File: src/rtl/plt_defs.svh
/*
 * Constants for the pixel level trim and dummy row block: register
 * addresses, field positions, reset values and datapath figures.
 * Assumes inclusion by bare name; holds definitions only.
 */
`ifndef PLT_DEFS_SVH
`define PLT_DEFS_SVH

// ****************************************************************
// Register addresses (8-bit register port)
// ****************************************************************
`define PLT_ADDR_XFER_SYNC 8'h29
`define PLT_ADDR_OFS_LO 8'h64
`define PLT_ADDR_OFS_HI 8'h65
`define PLT_ADDR_COL_GAIN 8'h66
`define PLT_ADDR_RAMP 8'h67
`define PLT_ADDR_DUMMY 8'h76
`define PLT_ADDR_EXTRA 8'h79

// ****************************************************************
// Field positions and reset values
// ****************************************************************
`define PLT_BIT_XFER_SYNC 2
`define PLT_BIT_GAIN_DBL 0
`define PLT_BIT_BLACK_EN 1
`define PLT_RST_OFS 14'h3FC3
`define PLT_RST_RAMP 8'h20
`define PLT_RST_DUMMY 8'h00

// ****************************************************************
// Datapath figures
// ****************************************************************
`define PLT_ADC_OFFSET 16'sh0046
`define PLT_CODE_MAX 16'sh0FFF
`define PLT_CODE_MIN 16'sh0000
`define PLT_BLACK_COLS 12'h010
`define PLT_FIFO_DEPTH 8
`define PLT_PIX_W 12

`endif

File: src/rtl/plt_pkg.sv
/*
 * Types shared by the pixel level trim block.
 * Assumes plt_defs.svh is available on the include path.
 */
package plt_pkg;
  // Sequencer states
  typedef enum logic [1:0] {
    PLT_IDLE  = 2'b00,
    PLT_ROW   = 2'b01,
    PLT_DUMMY = 2'b10
  } plt_state_t;
  // Column gain factor in tenths
  typedef logic [5:0] plt_gain_t;
endpackage

File: src/rtl/plt_fifo.sv
/*
 * Small flop FIFO with valid and ready on both sides.
 * Assumes one clock and a synchronous active-low reset.
 */
`timescale 1ns/1ps
module plt_fifo #(
  parameter int WIDTH = 12,
  parameter int DEPTH = 8
) (
  input wire logic i_clock,
  input wire logic i_nrst,
  input wire logic i_valid,
  output logic o_ready,
  input wire logic [WIDTH-1:0] i_data,
  output logic o_valid,
  input wire logic i_ready,
  output logic [WIDTH-1:0] o_data
);
  localparam int AW = $clog2(DEPTH);
  logic [WIDTH-1:0] mem_ff [DEPTH];  // Storage
  logic [AW-1:0] wr_ff;  // Write index
  logic [AW-1:0] rd_ff;  // Read index
  logic [AW:0] cnt_ff;  // Fill level
  logic push;
  logic pop;

  assign o_ready = (cnt_ff != (AW+1)'(DEPTH));
  assign o_valid = (cnt_ff != '0);
  assign push = i_valid && o_ready;
  assign pop = o_valid && i_ready;
  assign o_data = mem_ff[rd_ff];

  // Entry write, one flop row per entry
  for (genvar g = 0; g < DEPTH; g++) begin : g_ent
    always_ff @(posedge i_clock) begin
      if (push && wr_ff == AW'(g)) begin
        mem_ff[g] <= i_data;
      end
    end
  end

  // Pointers and level
  always_ff @(posedge i_clock) begin
    if (!i_nrst) begin
      wr_ff <= '0;
      rd_ff <= '0;
      cnt_ff <= '0;
    end else begin
      if (push) wr_ff <= wr_ff + 1'b1;
      if (pop) rd_ff <= rd_ff + 1'b1;
      cnt_ff <= cnt_ff + (AW+1)'(push) - (AW+1)'(pop);
    end
  end
endmodule // plt_fifo

File: src/rtl/plt_gain.sv
/*
 * Column gain factor decode, in tenths of unity.
 * Assumes a purely combinational context.
 */
`timescale 1ns/1ps
module plt_gain
  import plt_pkg::*;
(
  input wire logic [1:0] i_code,
  input wire logic i_double,
  output plt_gain_t o_gain
);
  plt_gain_t base;
  // Code to x1.0, x1.2, x1.4, x1.6; doubled when asked
  always_comb begin
    case (i_code)
      2'h0: base = 6'h0A;
      2'h1: base = 6'h0C;
      2'h2: base = 6'h0E;
      default: base = 6'h10;
    endcase
    // Six bits hold the doubled x1.6 setting (32 tenths) without loss
    o_gain = i_double ? plt_gain_t'({base[4:0], 1'b0}) : base;
  end
endmodule // plt_gain

File: src/rtl/plt_top.sv
/*
 * Pixel level trim and dummy row sequencer: register port, dark level
 * offset with clamp, column gain and ramp slope outputs, black reference
 * columns, dummy row insertion on global transfer, output FIFO.
 * Assumes pixel samples and row strobes come from the converter front end
 * synchronous to i_clock, and a register port with write/read strobes.
 */
`timescale 1ns/1ps
`include "plt_defs.svh"
module plt_top
  import plt_pkg::*;
(
  input wire logic i_clock,
  input wire logic i_nrst,
  input wire logic i_reg_wr,
  input wire logic i_reg_rd,
  input wire logic [7:0] i_reg_addr,
  input wire logic [7:0] i_reg_wdata,
  output logic [7:0] o_reg_rdata,
  input wire logic i_dual_exposure,
  input wire logic i_xfer_level,
  input wire logic i_row_start,
  input wire logic i_pix_valid,
  input wire logic [`PLT_PIX_W-1:0] i_pix_data,
  input wire logic i_pix_ready,
  output logic o_pix_valid,
  output logic [`PLT_PIX_W-1:0] o_pix_data,
  output logic o_line_valid,
  output logic o_in_ready,
  output logic [5:0] o_column_amp_gain,
  output logic [7:0] o_ramp_slope
);
  // ****************************************************************
  // Registers
  // ****************************************************************
  logic xfer_sync_ff;  // Transfer synchronisation bit, only stored and read back
  logic [13:0] ofs_ff;  // Dark level offset
  logic [1:0] col_gain_ff;  // Column amp gain code
  logic [7:0] ramp_ff;  // Ramp slope gain
  logic [7:0] dummy_ff;  // Dummy row count
  logic gain_dbl_ff;  // Gain doubling select
  logic black_en_ff;  // Black reference enable

  // Register writes
  always_ff @(posedge i_clock) begin
    if (!i_nrst) begin
      xfer_sync_ff <= 1'b0;
      ofs_ff <= `PLT_RST_OFS;
      col_gain_ff <= 2'h0;
      ramp_ff <= `PLT_RST_RAMP;
      dummy_ff <= `PLT_RST_DUMMY;
      gain_dbl_ff <= 1'b0;
      black_en_ff <= 1'b0;
    end else if (i_reg_wr) begin
      case (i_reg_addr)
        `PLT_ADDR_XFER_SYNC: xfer_sync_ff <= i_reg_wdata[`PLT_BIT_XFER_SYNC];
        `PLT_ADDR_OFS_LO: ofs_ff[7:0] <= i_reg_wdata;
        `PLT_ADDR_OFS_HI: ofs_ff[13:8] <= i_reg_wdata[5:0];
        `PLT_ADDR_COL_GAIN: col_gain_ff <= i_reg_wdata[1:0];
        `PLT_ADDR_RAMP: ramp_ff <= i_reg_wdata;
        `PLT_ADDR_DUMMY: dummy_ff <= i_reg_wdata;
        `PLT_ADDR_EXTRA: begin
          gain_dbl_ff <= i_reg_wdata[`PLT_BIT_GAIN_DBL];
          black_en_ff <= i_reg_wdata[`PLT_BIT_BLACK_EN];
        end
        default: ;  // Unmapped writes ignored
      endcase
    end
  end

  // Register read data, registered
  logic [7:0] nxt_rdata;
  always_comb begin
    case (i_reg_addr)
      `PLT_ADDR_XFER_SYNC: nxt_rdata = {5'h00, xfer_sync_ff, 2'h0};
      `PLT_ADDR_OFS_LO: nxt_rdata = ofs_ff[7:0];
      `PLT_ADDR_OFS_HI: nxt_rdata = {2'h0, ofs_ff[13:8]};
      `PLT_ADDR_COL_GAIN: nxt_rdata = {6'h00, col_gain_ff};
      `PLT_ADDR_RAMP: nxt_rdata = ramp_ff;
      `PLT_ADDR_DUMMY: nxt_rdata = dummy_ff;
      `PLT_ADDR_EXTRA: nxt_rdata = {6'h00, black_en_ff, gain_dbl_ff};
      default: nxt_rdata = 8'h00;
    endcase
  end
  always_ff @(posedge i_clock) begin
    if (!i_nrst) o_reg_rdata <= 8'h00;
    else if (i_reg_rd) o_reg_rdata <= nxt_rdata;
  end

  // ****************************************************************
  // Gain settings
  // ****************************************************************
  plt_gain_t gain_val;
  plt_gain u_gain (
    .i_code(col_gain_ff),
    .i_double(gain_dbl_ff),
    .o_gain(gain_val)
  );
  always_ff @(posedge i_clock) begin
    if (!i_nrst) begin
      o_column_amp_gain <= 6'h0A;
      o_ramp_slope <= `PLT_RST_RAMP;
    end else begin
      o_column_amp_gain <= gain_val;
      o_ramp_slope <= ramp_ff;
    end
  end

  // ****************************************************************
  // Dummy row sequencer
  // ****************************************************************
  plt_state_t state_ff;  // Sequencer state
  logic [7:0] left_ff;  // Dummy rows still to insert
  logic xfer_d_ff;  // Previous transfer level
  logic pend_ff;  // Transfer seen, dummies owed
  logic xfer_edge;
  // Rising edge always; falling edge too under dual exposure
  assign xfer_edge = (i_xfer_level && !xfer_d_ff) ||
                     (i_dual_exposure && !i_xfer_level && xfer_d_ff);

  always_ff @(posedge i_clock) begin
    if (!i_nrst) xfer_d_ff <= 1'b0;
    else xfer_d_ff <= i_xfer_level;
  end

  // Pending dummy request; a new edge wins over consumption
  always_ff @(posedge i_clock) begin
    if (!i_nrst) pend_ff <= 1'b0;
    else if (xfer_edge && dummy_ff != 8'h00) pend_ff <= 1'b1;
    else if (i_row_start && state_ff != PLT_DUMMY) pend_ff <= 1'b0;
  end

  // Row state: each row start begins a data row or a dummy row
  always_ff @(posedge i_clock) begin
    if (!i_nrst) begin
      state_ff <= PLT_IDLE;
      left_ff <= 8'h00;
    end else if (i_row_start) begin
      case (state_ff)
        PLT_DUMMY: begin
          if (left_ff > 8'h01) begin
            left_ff <= left_ff - 8'h01;
          end else begin
            left_ff <= 8'h00;
            state_ff <= PLT_ROW;
          end
        end
        default: begin
          if (pend_ff || (xfer_edge && dummy_ff != 8'h00)) begin
            state_ff <= PLT_DUMMY;
            left_ff <= dummy_ff;
          end else begin
            state_ff <= PLT_ROW;
          end
        end
      endcase
    end
  end

  // ****************************************************************
  // Pixel datapath
  // ****************************************************************
  logic [11:0] col_ff;  // Column within row
  always_ff @(posedge i_clock) begin
    if (!i_nrst) col_ff <= 12'h000;
    else if (i_row_start) col_ff <= 12'h000;
    else if (i_pix_valid && o_in_ready && col_ff != 12'hFFF) col_ff <= col_ff + 12'h001;
  end

  logic signed [15:0] sum;
  logic [`PLT_PIX_W-1:0] trimmed;
  always_comb begin
    // Sign-extend 14-bit offset, add converter offset
    sum = $signed({4'h0, i_pix_data}) + `PLT_ADC_OFFSET +
          $signed({{2{ofs_ff[13]}}, ofs_ff});
    if (sum > `PLT_CODE_MAX) trimmed = 12'hFFF;
    else if (sum < `PLT_CODE_MIN) trimmed = 12'h000;
    else trimmed = sum[11:0];
    if (black_en_ff && col_ff < `PLT_BLACK_COLS) begin
      // Black reference: pixel signal removed, dark level only
      sum = `PLT_ADC_OFFSET + $signed({{2{ofs_ff[13]}}, ofs_ff});
      if (sum > `PLT_CODE_MAX) trimmed = 12'hFFF;
      else if (sum < `PLT_CODE_MIN) trimmed = 12'h000;
      else trimmed = sum[11:0];
    end
  end

  logic in_row;
  logic fifo_in_ready;
  logic fifo_valid;
  logic fifo_push;  // Sample accepted into the FIFO
  logic fifo_pop;  // Entry moved to the output register
  logic [`PLT_PIX_W-1:0] fifo_data;
  // Dummy rows produce no samples into the FIFO and release none from it
  assign in_row = (state_ff == PLT_ROW);
  // Only samples offered while ready was shown are taken
  assign fifo_push = i_pix_valid && in_row && o_in_ready;
  assign fifo_pop = fifo_valid && i_pix_ready && in_row;
  plt_fifo #(
    .WIDTH(`PLT_PIX_W),
    .DEPTH(`PLT_FIFO_DEPTH)
  ) u_fifo (
    .i_clock(i_clock),
    .i_nrst(i_nrst),
    .i_valid(fifo_push),
    .o_ready(fifo_in_ready),
    .i_data(trimmed),
    .o_valid(fifo_valid),
    .i_ready(i_pix_ready && in_row),
    .o_data(fifo_data)
  );
  // Ready is registered, so it drops for one cycle after every cycle in which
  // the FIFO level rises; a sample offered in a data row while ready shows is never lost
  always_ff @(posedge i_clock) begin
    if (!i_nrst) o_in_ready <= 1'b0;
    else o_in_ready <= fifo_in_ready && !(fifo_push && !fifo_pop);
  end

  // Output stage register
  always_ff @(posedge i_clock) begin
    if (!i_nrst) begin
      o_pix_valid <= 1'b0;
      o_pix_data <= 12'h000;
    end else if (!o_pix_valid || i_pix_ready) begin
      o_pix_valid <= fifo_pop;
      o_pix_data <= fifo_data;
    end
  end

  // Line valid held low in dummy rows, from one cycle after the row start
  always_ff @(posedge i_clock) begin
    if (!i_nrst) o_line_valid <= 1'b0;
    else o_line_valid <= in_row;
  end

  // ****************************************************************
  // Checks
  // ****************************************************************
  dummy_lv_low_a: assert property (@(posedge i_clock) disable iff (!i_nrst)
    state_ff == PLT_DUMMY |=> !o_line_valid)
    else $error("line valid high in dummy row");
  dummy_entry_a: assert property (@(posedge i_clock) disable iff (!i_nrst)
    (i_row_start && state_ff != PLT_DUMMY && pend_ff) |=> state_ff == PLT_DUMMY)
    else $error("dummy rows not inserted");
  zero_count_a: assert property (@(posedge i_clock) disable iff (!i_nrst)
    (dummy_ff == 8'h00 && !pend_ff && state_ff != PLT_DUMMY) |=> state_ff != PLT_DUMMY)
    else $error("dummy row with zero count");
  gain_map_a: assert property (@(posedge i_clock) disable iff (!i_nrst)
    (col_gain_ff == 2'h1 && !gain_dbl_ff) ##1 $stable(col_gain_ff) && !gain_dbl_ff
    |=> o_column_amp_gain == 5'h0C)
    else $error("gain code 1 not x1.2");
  gain_dbl_a: assert property (@(posedge i_clock) disable iff (!i_nrst)
    gain_dbl_ff |-> gain_val == 6'(2 * (10 + 2 * col_gain_ff)))
    else $error("gain not doubled");
  ramp_follow_a: assert property (@(posedge i_clock) disable iff (!i_nrst)
    $changed(ramp_ff) |=> o_ramp_slope == $past(ramp_ff))
    else $error("ramp slope not applied");
  trim_value_a: assert property (@(posedge i_clock) disable iff (!i_nrst)
    (!black_en_ff && ofs_ff == 14'h3FC3 && i_pix_data == 12'h000) |-> trimmed == 12'h009)
    else $error("dark level not 70 plus offset");
  offset_neg_a: assert property (@(posedge i_clock) disable iff (!i_nrst)
    (ofs_ff == 14'h2000) |-> trimmed == 12'h000)
    else $error("offset sign or clamp wrong");
  clamp_high_a: assert property (@(posedge i_clock) disable iff (!i_nrst)
    (!black_en_ff && i_pix_data == 12'hFFF && !ofs_ff[13]) |-> trimmed == 12'hFFF)
    else $error("sum wrapped instead of clamping");
  black_col_a: assert property (@(posedge i_clock) disable iff (!i_nrst)
    (black_en_ff && col_ff < `PLT_BLACK_COLS && ofs_ff == 14'h0000) |-> trimmed == 12'h046)
    else $error("black column carries pixel data");
  dual_edge_a: assert property (@(posedge i_clock) disable iff (!i_nrst)
    (i_dual_exposure && $fell(i_xfer_level) && dummy_ff != 8'h00 && !i_row_start)
    |=> pend_ff)
    else $error("falling toggle did not request dummies");
endmodule // plt_top

File: config.mk
export PLATFORM = sky130hd
export DESIGN_NAME = plt_top
export DESIGN_NICKNAME = d
export VERILOG_FILES = /design/src/rtl/plt_pkg.sv /design/src/rtl/plt_fifo.sv /design/src/rtl/plt_gain.sv /design/src/rtl/plt_top.sv
export VERILOG_INCLUDE_DIRS = /design/src /design/src/rtl
export SDC_FILE = /design/constraint.sdc
export NUM_CORES = 1
export LEC_CHECK = 0
export ABC_AREA = 1
export BUFFER_PORTS_ARGS = -buffer_cell sky130_fd_sc_hd__buf_2
export CORE_MARGIN = 2
export CORE_UTILIZATION = 40
export CTS_CLUSTER_SIZE = 40
export DETAILED_ROUTE_END_ITERATION = 7
export GPL_TIMING_DRIVEN = 0
export SYNTH_ARGS = -nofsm -noshare
export SYNTH_HDL_FRONTEND = slang
export SYNTH_SLANG_ARGS = --single-unit
File: constraint.sdc
create_clock -name i_clock -period 3.3 [get_ports i_clock]
set_input_delay 0.33 -clock i_clock [delete_from_list [all_inputs] [get_ports i_clock]]
set_output_delay 0.33 -clock i_clock [all_outputs]
set_load 0.03 [all_outputs]
# ---- After elaboration in Yosys (flattened, before gate mapping)
# Memories as Yosys holds them, arrays and structs flattened. A register that Yosys moved wholly into a read port is not among the register bits.
# Cells that the tools add are included.
dict set report totals {
  register_bits 94
  ram_bits 96
  input_bits 37
  elab_cells 173
  memories 1
}
# memory depth word_bits read_ports rd_ports_with_merged_regs write_ports line_no
set memory_table {}
lappend memory_table {u_fifo.mem_ff 8 12 1 1 1 plt_fifo.sv:20} ;# logic [WIDTH-1:0] mem_ff [DEPTH];
dict set report classes {
  n_addsub 9
  n_lt_le_gt_ge 6
  n_eq_ne 22
  muxes 53
  bitwise 1
  reduce_logical 58
}
# op count
set ops {}
lappend ops {{$mux 12} 12}
lappend ops {{$reduce_or 12->1} 7}
lappend ops {{$pmux 8 s7} 1}
lappend ops {{$eq 8x7->1 const B} 6}
lappend ops {{$gt 15x13->1 const B} 2}
lappend ops {{$lt 15x1->1 const B} 2}
lappend ops {{$logic_and 1x1->1} 25}
lappend ops {{$mux 1} 25}
lappend ops {{$mux 8} 3}
lappend ops {{$mux 3} 7}
lappend ops {{$reduce_and 2->1} 9}
lappend ops {{$add 14x14->15} 1}
lappend ops {{$add 8x14->15 const A} 1}
lappend ops {{$pmux 5 s3} 1}
lappend ops {{$add 12x7->13 const B} 1}
lappend ops {{$add 12x1->12 const B} 1}
lappend ops {{$eq 3x3->1 const B} 4}
lappend ops {{$lt 12x5->1 const B} 1}
lappend ops {{$ne 12x12->1 const B} 1}
lappend ops {{$eq 8x6->1 const B} 1}
lappend ops {{$gt 8x1->1 const B} 1}
lappend ops {{$reduce_bool 8->1} 1}
lappend ops {{$sub 8x1->8 const B} 1}
lappend ops {{$add 3x1->3 const B} 2}
lappend ops {{other kinds (18)} 33}

# ---- Logic depth before layout (Yosys ltp)
dict set report depth {
  ltp_word 15
  mapped_depth 20
  ltp_nobuf 20
}

# ---- By module
# From an unflattened synthesis, not the netlist that was laid out.
dict set report unflattened {
  hier_cells 1378
  hier_area_um2 10676.5
}
# mod n_inst cells_each area_each_um2
set modules_own_cells {}
lappend modules_own_cells {plt_top 1 839 5622.9}
lappend modules_own_cells {plt_fifo 1 518 4928.5}
lappend modules_own_cells {plt_gain 1 21 125.1}

# ---- Worst setup path after synthesis
# OpenSTA, ideal clock, no wires.
dict set report synth_timing {
  kind {input port to flip-flop}
  startpoint {input i_pix_data[1]}
  endpoint {memory u_fifo.mem_ff[0][9], data pin}
  arrival_time_ns 2.495
  t_required_ns 3.016
  slack_ns 0.521
  stages 18
  path_cell_list {o21ai_0 -> nand3b_1 -> a21boi_0 -> nand3_1 -> xor2_1 -> ha_1 -> inv_1 -> o21ai_0 -> nand2_1 -> nand2_1 -> a21oi_1 -> nand2_1 -> nand2_2 -> nand2_2 -> nor2_4 -> nand2_1 -> nand2_1 -> nand2_1}
}
dict set report synth_between {
  elab_chain_cells 13
  elab_cells_between_ends 14
}
# element line_no
set synth_rtl {}
lappend synth_rtl {{start: declaration} plt_top.sv:24} ;# input wire logic [`PLT_PIX_W-1:0] i_pix_data,
lappend synth_rtl {{$add 12x7->13 (no line) *} n/a}
lappend synth_rtl {{$add 14x14->15 *} plt_top.sv:174} ;# sum = $signed({4'h0, i_pix_data}) + `PLT_ADC_OFFSET +
lappend synth_rtl {{$lt 15x1->1 (no line)} n/a}
lappend synth_rtl {{$mux 12} plt_top.sv:177} ;# else if (sum < `PLT_CODE_MIN) trimmed = 12'h000;
lappend synth_rtl {{$mux 12 *} plt_top.sv:176} ;# if (sum > `PLT_CODE_MAX) trimmed = 12'hFFF;
lappend synth_rtl {{$mux 12 *} plt_top.sv:179} ;# if (black_en_ff && col_ff < `PLT_BLACK_COLS) begin
lappend synth_rtl {{via trimmed[9]} plt_top.sv:171} ;# logic [`PLT_PIX_W-1:0] trimmed;
lappend synth_rtl {{$mux 12 (no line) (6 in a row)} n/a}
lappend synth_rtl {{$mux 12 (no line) *} n/a}
lappend synth_rtl {{end: declaration} plt_fifo.sv:20}
# The timed path passes the listed nets; every way through them passes the cells marked *.

# ---- Final worst setup path
dict set report layout_timing {
  startpoint {input i_pix_data[1]}
  endpoint {memory u_fifo.mem_ff[4][11], data pin}
}
# The elaborated chain is that of the path after synthesis.

==> summary.md <==
| Metric | Value |
|---|---|
| Mux contribution to synthesized area | `0%` |
| RSZ-0062 raised after global routing | `false` |
| Gr ovfl total | `0` |
| Count leader, synth | `nand2_1` |
| Final hold violation count | `0` |
| CTS Root Cell | `clkbuf_16` |
| Post-synth EDFFs | `96` |
| Arr. time, crit path | `3090 ps` |
| Top cell type by total area after synthesis | `edfxtp_1` |
| Post-DRT Antenna Nets | `0` |
| Synth warnings | `0` |
| Post-CTS setup buffers | `0` |
| Max Fclk | `342 MHz` |
| Place WS | `-211 ps` |
| Least-Margin Pin Slew | `1230 ps` |
| Mean post-synth cell area | `8.33 µm²` |
| Final wirelength | `25000 µm` |
| Starting Density | `40.3%` |
| Register area share after synthesis | `49.6%` |
| Period minus WS final | `2920 ps` |
| Final setup viols | `0` |
| Via Count | `8327` |
| Nets@finish | `1383` |
| Synth cell types | `49` |
| FILL cells | `2509` |
| Die H | `163 µm` |
| Xor-xnor portion of the synthesized cell area | `2.44%` |
| GRT met2 Usage | `31.4%` |
| Largest net degree at the start of global routing | `14` |
| Syn nets | `1280` |
| Die Width | `163 µm` |
| Yosys top cell area share | `28.7%` |
| Fin. max-slew vios | `0` |
| CTS H-Tree Depth | `1` |
| Power per cell area | `540 nW/µm²` |
| Area share of and/or/nand/nor cells after synthesis | `22.1%` |
| Crit start category | `input port` |
| Vias in the first global route | `7942` |
| CORE AREA | `25000 µm²` |
| Total CTS buffers | `23` |
| Top cells by area, synth | `edfxtp_1, dfxtp_1, nand2_1` |
| N_diodes | `0` |
| Met3 Usage GRT | `2.39%` |
| Crit end category | `flop` |
| Maximum clock path buffer count | `3` |
| Rel. slew slack | `17.4%` |
| Met1 Use GR | `26.4%` |
| DRC viols | `0` |
| Post-layout util | `46.9%` |
| Compound-Gate Fraction of Synth Area | `13.5%` |
| GP Congestion | `0.877` |
| Most frequent cells after synthesis | `nand2_1, inv_1, dfxtp_1` |
| Crit Path Class | `in -> reg` |
| LEAKAGE | `5.00 nW` |
| PortBufs | `71` |
| Pre-antenna DRT Iters | `5` |
| Synth Area in Adders | `4.63%` |
| Initial DRC count | `633` |
| WP data required | `3460 ps` |
| Largest family of logic cells by synthesized area | `simple AND/OR/NAND/NOR gates` |
| Post-synthesis instance area | `10100 µm²` |
| Hold Crit Class | `in -> reg` |
| Maximum vdd drop | `0.363 mV` |
| Ys flop type | `dfxtp_1` |
| Vias per cell | `5.03` |
| Seq cells post-synth | `201` |
| Wire per inst | `15.1 µm` |
| P&R area growth vs syn | `16.3%` |
| # rows | `58` |
| Part of the cycle the worst path needs | `88.6%` |
| Antenna violations before repair | `0` |
| First-pass GRT wire length | `40300 µm` |
| Layout cells sized above 1 | `13.0%` |
| CTS Sinks | `201` |
| Status | `completed` |
| Number of I/O pins | `74` |
| Max Cap Viol | `0` |
| Clk_lat worst skew | `510 ps` |
| Setup WS post-layout | `376 ps` |
| Clock Skew | `21.3 ps` |
| Async SR Flop Fraction | `0%` |
| GR peak layer | `met2` |
| DIE AREA | `26400 µm²` |
| DP HPWL | `18500 µm` |
| CTS tree | `built` |
| Synth Instances | `1207` |
| Clock-pin slew on the worst setup and hold paths | `60 ps` |
| CP max FO | `8` |
| GR Util All Layers | `18.9%` |
[flip-flops by register name (all words and copies together) (netlist names), 2 cells and up]
signal             cells
u_fifo.mem_ff         96
ofs_ff                14
col_ff                12
o_pix_data            12
dummy_ff               8
left_ff                8
o_ramp_slope           8
o_reg_rdata            8
ramp_ff                8
o_column_amp_gain      5
u_fifo.cnt_ff          4
u_fifo.rd_ff           3
u_fifo.wr_ff           3
col_gain_ff            2
state_ff               2
[power by group]
part,internal (mW),leakage [nW],switching [mW]
sequential,2.75,1.71,0.0415
clock,1.56,0.365,0.995
combinational,0.297,2.92,0.671
total,4.61,5.00,1.71
[layout by cell type, fill, tap and decap left out, types with 5 or more instances in the layout]
| cell | netlist | layout |
|---|---|---|
| o22ai_1 | 31 | 31 |
| inv_2 | 8 | 8 |
| a21oi_1 | 77 | 77 |
| o21ai_0 | 95 | 95 |
| nand2_2 | 7 | 7 |
| nor3_1 | 17 | 11 |
| ha_1 | 34 | 34 |
| nor3_2 | 2 | 8 |
| edfxtp_1 | 96 | 96 |
| nand2_1 | 261 | 261 |
| clkbuf_1 | 27 | 30 |
| buf_2 | 5 | 76 |
| o21ai_1 | 9 | 9 |
| xor2_1 | 19 | 19 |
| nor2_1 | 93 | 93 |
| clkinv_1 | 2 | 5 |
| o211ai_1 | 15 | 15 |
| xnor2_1 | 9 | 9 |
| dfxtp_1 | 105 | 105 |
| nand3_1 | 62 | 62 |
| buf_6 | 0 | 6 |
| inv_1 | 147 | 147 |
| clkbuf_16 | 0 | 23 |
| nand4_1 | 23 | 23 |
| nand3_2 | 11 | 11 |
[final timing paths]
kind	slack, ps	end	cells after the start	start
min	140	ramp_ff[7]$_SDFFE_PN0P_	3	i_reg_wdata[7]
max	380	u_fifo.mem_ff[4][11]$_DFFE_PP_	17	i_pix_data[1]
max reg2reg	630	u_fifo.mem_ff[3][2]$_DFFE_PP_	8	state_ff[0]$_SDFFE_PN0P_
min reg2reg	430	o_ramp_slope[2]$_SDFF_PN0_	2	ramp_ff[2]$_SDFFE_PN0P_
[area by class of cell]
class | instances | area (µm²) | share of cell area [%]
well taps | 330 | 413 | 3.53
clock inverters | 14 | 149 | 1.27
flip-flops and latches | 201 | 4980 | 42.6
repair buffers | 78 | 433 | 3.70
clock buffers | 28 | 614 | 5.25
plain buffers | 40 | 180 | 1.54
multi-input cells | 808 | 4330 | 37.0
inverters | 158 | 594 | 5.08
[logic make-up after synthesis]
kind of cell	count (synthesis)
flip-flops	201
other	1
buffers and inverters	198
adder cells (fa/ha/maj)	36
AO/OA/AOI/OAI	246
XOR/XNOR	28
AND/OR/NAND/NOR	497
[per-layer routing]
layer | vias up | part of all wire (%)
li1 | 4273 | -
met1 | 3841 | 48
met2 | 177 | 47
met3 | 36 | 4.1
met4 | 0 | 1.7
met5 | - | 0
[per-stage QoR]
stage / cell area, µm² / cells / hold WS (ps) / setup TNS (ps) / total power [mW]
finish: 11700 / 1657 / 140 / 0 / 6.31
global route: 11700 / 1657 / 143 / 0 / 6.62
CTS: 11700 / 1657 / 127 / 0 / 6.37
detailed placement: 10900 / 1614 / 421 / -11510 / 3.81
global placement: 10800 / 1608 / 422 / -12190 / 3.79
floorplan: 10100 / 1207 / 401 / 0 / 3.50
[worst max-delay path: stages]
cell      delay, ps
buf_2           120
o21ai_0         130
nand3b_1        220
a21boi_1        220
nand3_1         140
nor3_1          280
ha_1            350
a21oi_1         180
nand2_1          70
a21oi_1         220
nand2_1         110
nand2_2         150
nand2_2          80
nor2_4          130
nand2_1          90
nand2_1          60
nand2_1         200
[timing repair]
item | 4_1_cts | 5_1_grt
setup endpoints to repair | 0 | 40
hold buffers | 1 | 0
gates resized for setup | 0 | 1
endpoints found under the hold margin | 1 | 0
Note: power is estimated with default switching activity, not from simulation.
